## src/core/dma_size_defs.svh

```systemverilog
`ifndef DMA_SIZE_DEFS_SVH
`define DMA_SIZE_DEFS_SVH

// ==========================================================
// Register byte offsets
`define OFS_SIZE0    5'h00
`define OFS_MODE0    5'h04
`define OFS_SIZE1    5'h08
`define OFS_MODE1    5'h0c
`define OFS_IRQ_STAT 5'h10
`define OFS_IRQ_MASK 5'h14

// ==========================================================
// Mode control word fields
`define B_ENABLE   31
`define B_RUNNING  23
`define B_ERROR    19
`define B_SIZE_END 17
`define B_XFER_END 16
`define B_WIDTH    14
`define B_MODE     12
`define B_FACTOR   6
`define MODE_WMASK 32'hec00fbe7
`define MODE_RMASK 32'hec8bfbe7
`define FACTOR_AUTO 2'h2

// ==========================================================
// Reset values
`define MODE_RST 32'h00000000
`define HALF_RST 16'h0000
`define IRQ_RST  6'h00

`endif

```

## src/core/dma_size_pkg.sv

```systemverilog
package dma_size_pkg;

  localparam int NUM_CH = 2;

  typedef logic [NUM_CH-1:0]      chan_t;
  typedef logic [NUM_CH-1:0][1:0] chan_field_t;

  typedef enum logic [1:0]
  {
    MdNormal = 2'h0,
    MdBlock  = 2'h1,
    MdRepeat = 2'h2,
    MdSpare  = 2'h3
  } xfer_mode_e;

  typedef struct packed
  {
    logic [15:0] reload;
    logic [15:0] remaining;
    logic        blockEnd;
  } size_state_s;

  typedef struct packed
  {
    logic [NUM_CH-1:0][31:0] mode;
    chan_t                   stopPend;
    chan_t                   act;
    chan_t                   startPls;
    chan_t                   blkDone;
    logic [NUM_CH-1:0][2:0]  flag;
    logic [NUM_CH-1:0][2:0]  armed;
    logic [5:0]              irqStat;
    logic [5:0]              irqMask;
    logic                    waitReq;
    logic [31:0]             rdData;
    logic                    irq;
  } ctrl_state_s;

endpackage

```

## src/core/size_counter_if.sv

```systemverilog
`timescale 1ns/1ps
interface size_counter_if;
  logic        wrEn;
  logic [3:0]  be;
  logic [31:0] wrData;
  logic        running;
  logic        countOn;
  logic        strobe;
  logic [31:0] value;
  logic        blockEnd;

  modport ctrl
  (
    output wrEn, be, wrData, running, countOn, strobe,
    input  value, blockEnd
  );
  modport unit
  (
    input  wrEn, be, wrData, running, countOn, strobe,
    output value, blockEnd
  );
endinterface

```

## src/core/block_size_unit.sv

```systemverilog
`timescale 1ns/1ps
`include "dma_size_defs.svh"
module block_size_unit
(
  input wire logic          clock,
  input wire logic          rst_b,
  size_counter_if.unit      sz
);
  import dma_size_pkg::*;

  size_state_s q;
  size_state_s d;

  // ==========================================================
  // Reload and remaining halves
  always_comb
  begin
    d          = q;
    d.blockEnd = 1'b0;
    if (sz.wrEn)
    begin
      if (!sz.running)
      begin
        if (sz.be[2]) d.reload[7:0]  = sz.wrData[23:16];
        if (sz.be[3]) d.reload[15:8] = sz.wrData[31:24];
      end
      if (sz.be[0]) d.remaining[7:0]  = sz.wrData[7:0];
      if (sz.be[1]) d.remaining[15:8] = sz.wrData[15:8];
    end
    // Counting only outside normal mode; a transfer wins over a write
    if (sz.countOn && sz.strobe)
    begin
      if (q.remaining == 16'h0001)
      begin
        d.remaining = q.reload;
        d.blockEnd  = 1'b1;
      end
      else
      begin
        // Zero wraps to 16'hffff: a full 65536-unit block
        d.remaining = q.remaining - 16'h0001;
      end
    end
  end

  always_ff @(posedge clock or negedge rst_b)
  begin
    if (!rst_b)
      q <= '{reload: `HALF_RST, remaining: `HALF_RST, blockEnd: 1'b0};
    else
      q <= d;
  end

  assign sz.value    = {q.reload, q.remaining};
  assign sz.blockEnd = q.blockEnd;
endmodule

```

## src/core/dma_block_size_and_mode_control.sv

```systemverilog
// Function
// - Size counter only counts in repeat/block mode (also counts in spare mode 3, every mode but normal)
// - Reload one means one access unit
// - Reload zero means maximum block size
// - Reload half fixed while channel operates
// - Remaining half drops one per transfer
// - Remaining reloads from reload half on the transfer at one
// - Sizes up to 65536 units, any width
// - Flags clear by zero write after read
// - Mode word bit layout as specified
// - Enable starts auto at once, else request
// - Block mode disable waits for block end
//
// The Avalon-MM slave port and the address map are this design's own decisions.
`timescale 1ns/1ps
`include "dma_size_defs.svh"
module dma_block_size_and_mode_control
(
  input  wire logic                        clock,
  input  wire logic                        rst_b,
  input  wire logic [4:0]                  address,
  input  wire logic                        read,
  input  wire logic                        write,
  input  wire logic [31:0]                 writedata,
  input  wire logic [3:0]                  byteenable,
  output logic [31:0]                      readdata,
  output logic                             waitrequest,
  output logic                             irq,
  input  wire dma_size_pkg::chan_t         xferStrobe,
  input  wire dma_size_pkg::chan_t         xferRequest,
  input  wire dma_size_pkg::chan_t         totalEnd,
  input  wire logic                        addrError,
  output dma_size_pkg::chan_t              xferEnable,
  output dma_size_pkg::chan_t              channelActive,
  output dma_size_pkg::chan_t              startPulse,
  output dma_size_pkg::chan_t              blockDone,
  output dma_size_pkg::chan_field_t        accessWidth,
  output dma_size_pkg::chan_field_t        modeSelect
);
  import dma_size_pkg::*;

  ctrl_state_s q;
  ctrl_state_s d;

  logic                    busReq;
  logic                    busDone;
  logic [31:0]             beMask;
  chan_t                   blkEvt;
  logic [NUM_CH-1:0][31:0] sizeVal;
  chan_t                   sizeWr;

  assign busReq  = read | write;
  assign busDone = busReq & ~q.waitReq;
  assign beMask  = {{8{byteenable[3]}}, {8{byteenable[2]}},
                    {8{byteenable[1]}}, {8{byteenable[0]}}};

  // ==========================================================
  // Per-channel size counters
  generate
    for (genvar ch = 0; ch < NUM_CH; ch++)
    begin : g_ch
      size_counter_if sizeBus ();

      assign sizeWr[ch]             = write && busDone &&
                                      address == ((ch == 0) ? `OFS_SIZE0 : `OFS_SIZE1);
      assign sizeBus.wrEn           = sizeWr[ch];
      assign sizeBus.be             = byteenable;
      assign sizeBus.wrData         = writedata;
      assign sizeBus.running        = q.mode[ch][`B_ENABLE];
      assign sizeBus.countOn        = q.act[ch] &&
        q.mode[ch][`B_MODE +: 2] != MdNormal;
      assign sizeBus.strobe         = xferStrobe[ch];
      assign sizeVal[ch]            = sizeBus.value;
      assign blkEvt[ch]             = sizeBus.blockEnd;

      block_size_unit u_size
      (
        .clock (clock),
        .rst_b (rst_b),
        .sz    (sizeBus)
      );
    end
  endgenerate

  // ==========================================================
  // Mode readback with reserved bits forced low
  function automatic logic [31:0] modeView(input ctrl_state_s s, input int ch);
    logic [31:0] v;
    v                = s.mode[ch] & `MODE_WMASK;
    v[`B_RUNNING]    = s.act[ch];
    v[`B_XFER_END]   = s.flag[ch][0];
    v[`B_SIZE_END]   = s.flag[ch][1];
    v[`B_ERROR]      = (ch == 0) ? s.flag[ch][2] : 1'b0;
    return v;
  endfunction

  // ==========================================================
  // Next state
  always_comb
  begin
    logic        wrMode;
    logic        rdMode;
    logic [31:0] m;
    logic [2:0]  evt;
    logic [31:0] ofsMode;
    logic [31:0] rdMux;
    logic        isAuto;
    logic        inBlock;
    wrMode  = 1'b0;
    rdMode  = 1'b0;
    m       = 32'h00000000;
    evt     = 3'h0;
    ofsMode = 32'h00000000;
    rdMux   = 32'h00000000;
    isAuto  = 1'b0;
    inBlock = 1'b0;
    d       = q;

    // Bus: one wait cycle, answer in the second cycle
    d.waitReq = !(busReq && q.waitReq);
    case (address)
      `OFS_SIZE0:    rdMux = sizeVal[0];
      `OFS_MODE0:    rdMux = modeView(q, 0);
      `OFS_SIZE1:    rdMux = sizeVal[1];
      `OFS_MODE1:    rdMux = modeView(q, 1);
      `OFS_IRQ_STAT: rdMux = {26'h0, q.irqStat};
      `OFS_IRQ_MASK: rdMux = {26'h0, q.irqMask};
      default:       rdMux = 32'h00000000;
    endcase
    if (busReq && q.waitReq)
      d.rdData = rdMux;

    if (write && busDone && address == `OFS_IRQ_MASK && byteenable[0])
      d.irqMask = writedata[5:0];
    if (read && busDone && address == `OFS_IRQ_STAT)
      d.irqStat = 6'h00;

    for (int ch = 0; ch < NUM_CH; ch++)
    begin
      ofsMode = {27'h0, (ch == 0) ? `OFS_MODE0 : `OFS_MODE1};
      wrMode  = write && busDone && {27'h0, address} == ofsMode;
      rdMode  = read && busDone && {27'h0, address} == ofsMode;
      inBlock = q.mode[ch][`B_MODE +: 2] == MdBlock;
      evt     = {(ch == 0) ? addrError : 1'b0, blkEvt[ch], totalEnd[ch]};

      if (rdMode)
        d.armed[ch] = q.flag[ch];
      if (wrMode)
      begin
        m = beMask & `MODE_WMASK;
        m[`B_ENABLE] = 1'b0;
        d.mode[ch] = (q.mode[ch] & ~m) | (writedata & m);
        if (byteenable[3])
        begin
          if (writedata[`B_ENABLE])
          begin
            d.mode[ch][`B_ENABLE] = 1'b1;
            d.stopPend[ch]        = 1'b0;
          end
          else if (inBlock && q.act[ch])
            d.stopPend[ch] = 1'b1;
          else
            d.mode[ch][`B_ENABLE] = 1'b0;
        end
        if (byteenable[2])
        begin
          if (!writedata[`B_XFER_END] && q.armed[ch][0]) d.flag[ch][0] = 1'b0;
          if (!writedata[`B_SIZE_END] && q.armed[ch][1]) d.flag[ch][1] = 1'b0;
          if (!writedata[`B_ERROR] && q.armed[ch][2])    d.flag[ch][2] = 1'b0;
        end
        d.armed[ch] = 3'h0;
      end

      // Hardware sets win over software clears
      d.flag[ch]            = d.flag[ch] | evt;
      d.irqStat[ch*3 +: 3]  = d.irqStat[ch*3 +: 3] | evt;

      if (blkEvt[ch] && q.stopPend[ch])
      begin
        d.mode[ch][`B_ENABLE] = 1'b0;
        d.stopPend[ch]        = 1'b0;
      end
      if (evt[0] || evt[2])
      begin
        d.mode[ch][`B_ENABLE] = 1'b0;
        d.stopPend[ch]        = 1'b0;
      end

      isAuto = d.mode[ch][`B_FACTOR +: 2] == `FACTOR_AUTO;
      d.act[ch] = d.mode[ch][`B_ENABLE] &&
        (q.act[ch] || isAuto || xferRequest[ch]);
      d.startPls[ch] = d.act[ch] && !q.act[ch];
      d.blkDone[ch]  = blkEvt[ch];
    end
    d.irq = |(d.irqStat & d.irqMask);
  end

  always_ff @(posedge clock or negedge rst_b)
  begin
    if (!rst_b)
    begin
      q          <= '0;
      q.mode     <= {`MODE_RST, `MODE_RST};
      q.irqStat  <= `IRQ_RST;
      q.irqMask  <= `IRQ_RST;
      q.waitReq  <= 1'b1;
    end
    else
      q <= d;
  end

  // ==========================================================
  // Outputs
  assign readdata    = q.rdData;
  assign waitrequest = q.waitReq;
  assign irq         = q.irq;
  assign channelActive = q.act;
  assign startPulse  = q.startPls;
  assign blockDone   = q.blkDone;

  generate
    for (genvar ch = 0; ch < NUM_CH; ch++)
    begin : g_out
      assign xferEnable[ch]  = q.mode[ch][`B_ENABLE];
      assign accessWidth[ch] = q.mode[ch][`B_WIDTH +: 2];
      assign modeSelect[ch]  = q.mode[ch][`B_MODE +: 2];
    end
  endgenerate
endmodule

```

## config.mk

```make
export PLATFORM = sky130hd
export DESIGN_NAME = dma_block_size_and_mode_control
export DESIGN_NICKNAME = d
export VERILOG_FILES = /design/src/core/dma_size_pkg.sv /design/src/core/size_counter_if.sv /design/src/core/block_size_unit.sv /design/src/core/dma_block_size_and_mode_control.sv
export VERILOG_INCLUDE_DIRS = /design/src /design/src/core
export SDC_FILE = /design/constraint.sdc
export NUM_CORES = 1
export LEC_CHECK = 0
export BUFFER_PORTS_ARGS = -buffer_cell sky130_fd_sc_hd__buf_4
export CORE_MARGIN = 5
export CORE_UTILIZATION = 45
export DETAILED_ROUTE_END_ITERATION = 6
export PLACE_DENSITY = 0.75
export RECOVER_POWER = 25
export SKIP_CTS_REPAIR_TIMING = 1
export SYNTH_ARGS = -nofsm -noshare
export SYNTH_HDL_FRONTEND = slang
export SYNTH_SLANG_ARGS = --single-unit
```

## constraint.sdc

```tcl
create_clock -name clock -period 2.1 [get_ports clock]
set_input_delay 0.21 -clock clock [delete_from_list [all_inputs] [get_ports clock]]
set_output_delay 0.21 -clock clock [all_outputs]
set_load 0.005 [all_outputs]
```

==> impl_metrics.ini, run 1 <==
[status]
status = finished, violations left
violations = max-capacitance violations, max-slew violations

[power]
p_leak_nw = 5.07
power_density_mw_per_mm2 = 766
ir_drop_mv = 0.586

[synthesis]
synth_cell_types = 66
ys_seq_area_share_pct = 47.7
async_reset_ff_share_pct = 100
synth-edff-count = 0
yosys_warnings = 0
syn_area_mm2 = 0.00871
syn-num-nets = 866
synthFlopType = dfrtp_1
ys_seq_elements = 166
syn_avg_cell_area_um2 = 10.8
synthCells = 810

[finish]
n_antenna_cell = 0
nets = 965
final_area_mm2 = 0.0105
final_common_cell = buf_4
post-route-util_pct = 54.2
drive_gt1_share_pct = 33.5
area_delta_synth_final_pct = 19.9
mostFrequentLayoutCells = buf_4, dfrtp_1, mux2_2

[placement]
routabilityCongestion = 0.978
pre_cts_ws_ns = -0.0485
placed_cell_area_mm2 = 0.00982
dp_hpwl_mm = 19.3
port_buffers = 101

[routing]
drt-met1-wl_mm = 10.9
wl_per_cell_um = 22.2
drc_errors = 0
routed_via_density = 6.13
top_layer_used = met4
ant_nets = 0
vias = 7279
drt_iter0_drc = 1042
wl_met3_mm = 2.08
wirelength_mm = 26.4
met2_length_mm = 12.5
drtPass1Iterations = 7

[clock_network]
clk_transition_reported_paths_ns = 0.06
cts_buffer_depth = 2
cts-root-buf = clkbuf_16
cts.sinks = 166
tritoncts = yes
htreeDepth = 4
clk_latency_ns = 0.43
numCtsBuffers = 17

[grt]
grt_use_total_pct = 24.0
antenna_found_initial = 0
grt_pass1_vias = 7291
grt_max_degree = 57
grt_pass1_wl_mm = 41.5
gr-total-overflow = 0

[sta]
rsz0062_at_grt = false
setup_viol = 0
timing.hold.ws_ns = 0.00517
maxSlewViolCount = 55
fmax_ghz = 0.491
setup_ws_ns = 0.0636
hold_viol = 0
fin_tns_setup_ns = 0
fin_skew_ns = 0.0109
relSlewSlack_pct = -0.737
post-route-min-period_ns = 2.04
post-route-period-util_pct = 97.0
worst_pin_slew_ns = 1.51

[die]
coreArea_mm2 = 0.0193
die_area_mm2 = 0.0222
die_x_um = 149
start_util_pct = 45.2
num_rows = 51
boundaryPins = 102
die_h_um = 149

[job]
max_cap_viol_count = 1

[worst_setup_path]
path_cells = inv_1, ha_1, nor4b_2, nand4_4, or4_1, a221oi_1, a311oi_1
critPathArrivalTime_ns = 2.33
crit_required_ns = 2.39
critical_path.max_fanout = 4
r2r_cells = 7
worstSetupPathType = flip-flop to flip-flop
critPathLaunchType = flip-flop
crit_slowest_cell = or4_1
endpoint_kind = flip-flop
max_stage_delay_ns = 0.44

[hold_path]
holdPathStages = 3
hold_path_class = primary input to flip-flop
[logic make-up after synthesis]
family	after synthesis	synth area share, %
xor gates and xnor gates	14	1.41
AOI/OAI and AO/OA	237	18.4
buffers and inverters	99	6.70
and+or+nand+nor	198	13.6
adders and majority gates	4	0.574
muxes	92	11.6
DFF	166	47.7
[final timing paths]
path                                                              from                                      end  slack, ns
worst max register to register  g_ch[1].u_size.sz.value[1]$_DFFE_PN0P_  g_ch[1].u_size.sz.value[13]$_DFFE_PN0P_       0.06
worst min register to register                readdata[15]$_DFFE_PN0P_                 readdata[15]$_DFFE_PN0P_       0.47
worst max-delay path            g_ch[1].u_size.sz.value[1]$_DFFE_PN0P_  g_ch[1].u_size.sz.value[13]$_DFFE_PN0P_       0.06
max in group asynchronous                                        rst_b                          q[72]$_DFF_PN0_       0.41
min in group asynchronous                                        rst_b                        q[48]$_DFFE_PN0P_       0.70
worst min-delay path                                     writedata[26]  g_ch[0].u_size.sz.value[26]$_DFFE_PN0P_      0.005
[power breakdown]
group	internal [W]	switching (W)	leakage [nW]
Combinational	0.000609	0.000726	2.55
Clock	0.00179	0.00129	0.285
Sequential	0.00338	0.000210	2.23
Total	0.00578	0.00222	5.07
[stage by stage]
stage	total power [W]	cells
floorplan	0.00435	810
global placement	0.00490	1154
detailed placement	0.00493	1154
CTS	0.00800	1186
global route	0.00830	1187
finish	0.00801	1187
[Yosys cell counts (11+ instances only)]
master    number  area [um2]
mux2i_1       19         190
nand3_1       18        90.1
nor3_1        13        65.1
buf_2         11        55.1
mux2_2        73         822
a21oi_1       36         180
nand2_1       46         173
dfrtp_1      165        4130
clkbuf_1      30         113
a31oi_1       12        75.1
nor2_1        28         105
a22oi_1       57         428
a21o_1        29         218
buf_4         49         368
o21ai_0       46         230
nor2b_1       11        68.8
[metal layers]
layer,vias to the layer above,track usage [%]
li1,3195,-
met1,3627,32.8
met2,384,38.7
met3,73,4.28
met4,0,8.38
met5,-,0
[worst max-delay path, delay by kind of cell (launching register included)]
family,cells,cell delay [ns]
flip-flops,1,0.38
buffers and inverters,1,0.08
AND/OR/NAND/NOR,3,0.90
AO/OA/AOI/OAI,2,0.41
adder cells (fa/ha/maj),1,0.13
[cell type report]
type	instances	area [um2]
clock buffer	22	494
timing repair buffer	173	1340
sequential	166	4160
tap	265	332
multi-input combinational	545	4020
inverter	6	22.5
clock inverter	10	93.8
fill	1707	8820
No activity file was read; power rests on OpenSTA's default activity.
==> run 2, diff against run 1 <==
PLACE_DENSITY = 0.72   (was 0.75)
clock period = 2 ns   (was 2.1 ns; I/O delays follow)
==> impl_metrics.ini, run 2 (same netlist as run 1, synthesis figures left out) <==
[worst_setup_path]
endpoint_kind = flip-flop
worstSetupPathType = flip-flop to flip-flop
cp.depth = 8
reg2reg_slack_ns = -0.02
crit_end = g_ch[1].u_size.sz.value[9]$_DFFE_PN0P_
critPathLaunchType = flip-flop
critical_path.max_fanout = 8
cpLargestDelayFamily = simple AND/OR/NAND/NOR gates
r2r_cells = 8
startpoint = g_ch[1].u_size.sz.value[1]$_DFFE_PN0P_
crit_required_ns = 2.30
crit_buf_inv = 2
max_stage_delay_ns = 0.43
r2r_start = g_ch[1].u_size.sz.value[1]$_DFFE_PN0P_
critPathArrivalTime_ns = 2.32
path_cells = inv_2, ha_4, nor4b_4, nand4_4, or3_4, buf_6, mux2i_1, o221ai_1
rr_endpoint = g_ch[1].u_size.sz.value[9]$_DFFE_PN0P_
crit_slowest_cell = or3_4

[finish]
final_area_mm2 = 0.0107
area_delta_synth_final_pct = 22.3
mostFrequentLayoutCells = buf_4, dfrtp_1, mux2_2
regArea_mm2 = 0.00416
nets = 986
multi_input_area_mm2 = 0.00405
num-fill-cells = 1722
n_antenna_cell = 0
final_common_cell = buf_4
final_cells = 1208
post-route-util_pct = 55.3
drive_gt1_share_pct = 35.0

[routing]
routed_via_density = 5.96
drc_errors = 0
drtPass1Iterations = 6
wirelength_mm = 26.2
ant_nets = 0
drt_iter0_drc = 694
vias = 7203
wl_per_cell_um = 21.7

[clock_network]
htreeDepth = 4
tritoncts = yes
clk_latency_ns = 0.44
clk_transition_reported_paths_ns = 0.07
numCtsBuffers = 17
cts_buffer_depth = 2
cts-root-buf = clkbuf_16
cts.sinks = 166

[placement]
pre_cts_ws_ns = -0.0620
dp_cells = 1171
placed_cell_area_mm2 = 0.00999
port_buffers = 101
routabilityCongestion = 0.956
dp_hpwl_mm = 19.4

[power]
ir_drop_mv = 0.580
p_leak_nw = 5.15
power_density_mw_per_mm2 = 791

[sta]
fin_skew_ns = 0.0122
relSlewSlack_pct = 13.7
worst_pin_slew_ns = 1.29
fmax_ghz = 0.495
setup_viol = 2
timing.hold.ws_ns = -0.00479
post-route-min-period_ns = 2.02
maxSlewViolCount = 0
rsz0062_at_grt = true
setup_ws_ns = -0.0194
post-route-period-util_pct = 101
hold_viol = 1

[die]
num_rows = 51
die_h_um = 149
die_area_mm2 = 0.0222
start_util_pct = 45.2
die_x_um = 149
boundaryPins = 102
coreArea_mm2 = 0.0193

[grt]
grt_pass1_wl_mm = 41.0
grt_use_total_pct = 24.0
grt_pass1_vias = 7251
gr-total-overflow = 0
antenna_found_initial = 0
grt_max_degree = 67

[status]
status = finished, violations left
violations = negative hold slack, negative setup slack

[hold_path]
hold_path_class = primary input to flip-flop

[job]
max_cap_viol_count = 0
==> run 2: worst min path at each step <==
stage,from,endpoint,slack (ns),cells after the start
after global routing,totalEnd[1],q[55]$_DFF_PN0_,0.0005,2
after floorplan,rst_b,asynchronous set/reset pin,-0.1,0
final,writedata[26],g_ch[0].u_size.sz.value[26]$_DFFE_PN0P_,-0.005,3
after detailed placement,rst_b,readdata[8]$_DFFE_PN0P_,0.07,1
after global placement,rst_b,readdata[8]$_DFFE_PN0P_,0.07,1
after CTS,rst_b,readdata[12]$_DFFE_PN0P_,-0.39,1
==> run 2: tightest hold or removal path: stages <==
cell and delay [ns]:
buf_4 0.10, nand2_1 0.04, o21ai_0 0.06
==> run 2: routing by layer <==
layer	routed length, um	GRT usage (%)
met4	811	8.88
met1	11400	33.9
met3	2210	4.41
met2	11800	36.9
met5	0	0
==> run 2: cell type report <==
type                            instances  area share [%]
Clock buffer                           19            4.15
Clock inverter                         13            1.16
Inverter                                6           0.211
Multi-Input combinational cell        545            38.0
Sequential cell                       166            39.0
Tap cell                              265            3.11
Timing Repair Buffer                  194            14.4
==> run 2: through the flow <==
step,TNS [ns],total power [W]
floorplan,0,0.00457
global route,-0.623,0.00873
CTS,-0.377,0.00841
detailed placement,-0.179,0.00524
finish,-0.0290,0.00843
global placement,0,0.00521
==> run 2: power by group <==
group | leakage [nW] | internal, W | switching, W
sequential | 2.23 | 0.00355 | 0.000207
clock | 0.264 | 0.00176 | 0.00144
combinational | 2.66 | 0.000692 | 0.000783
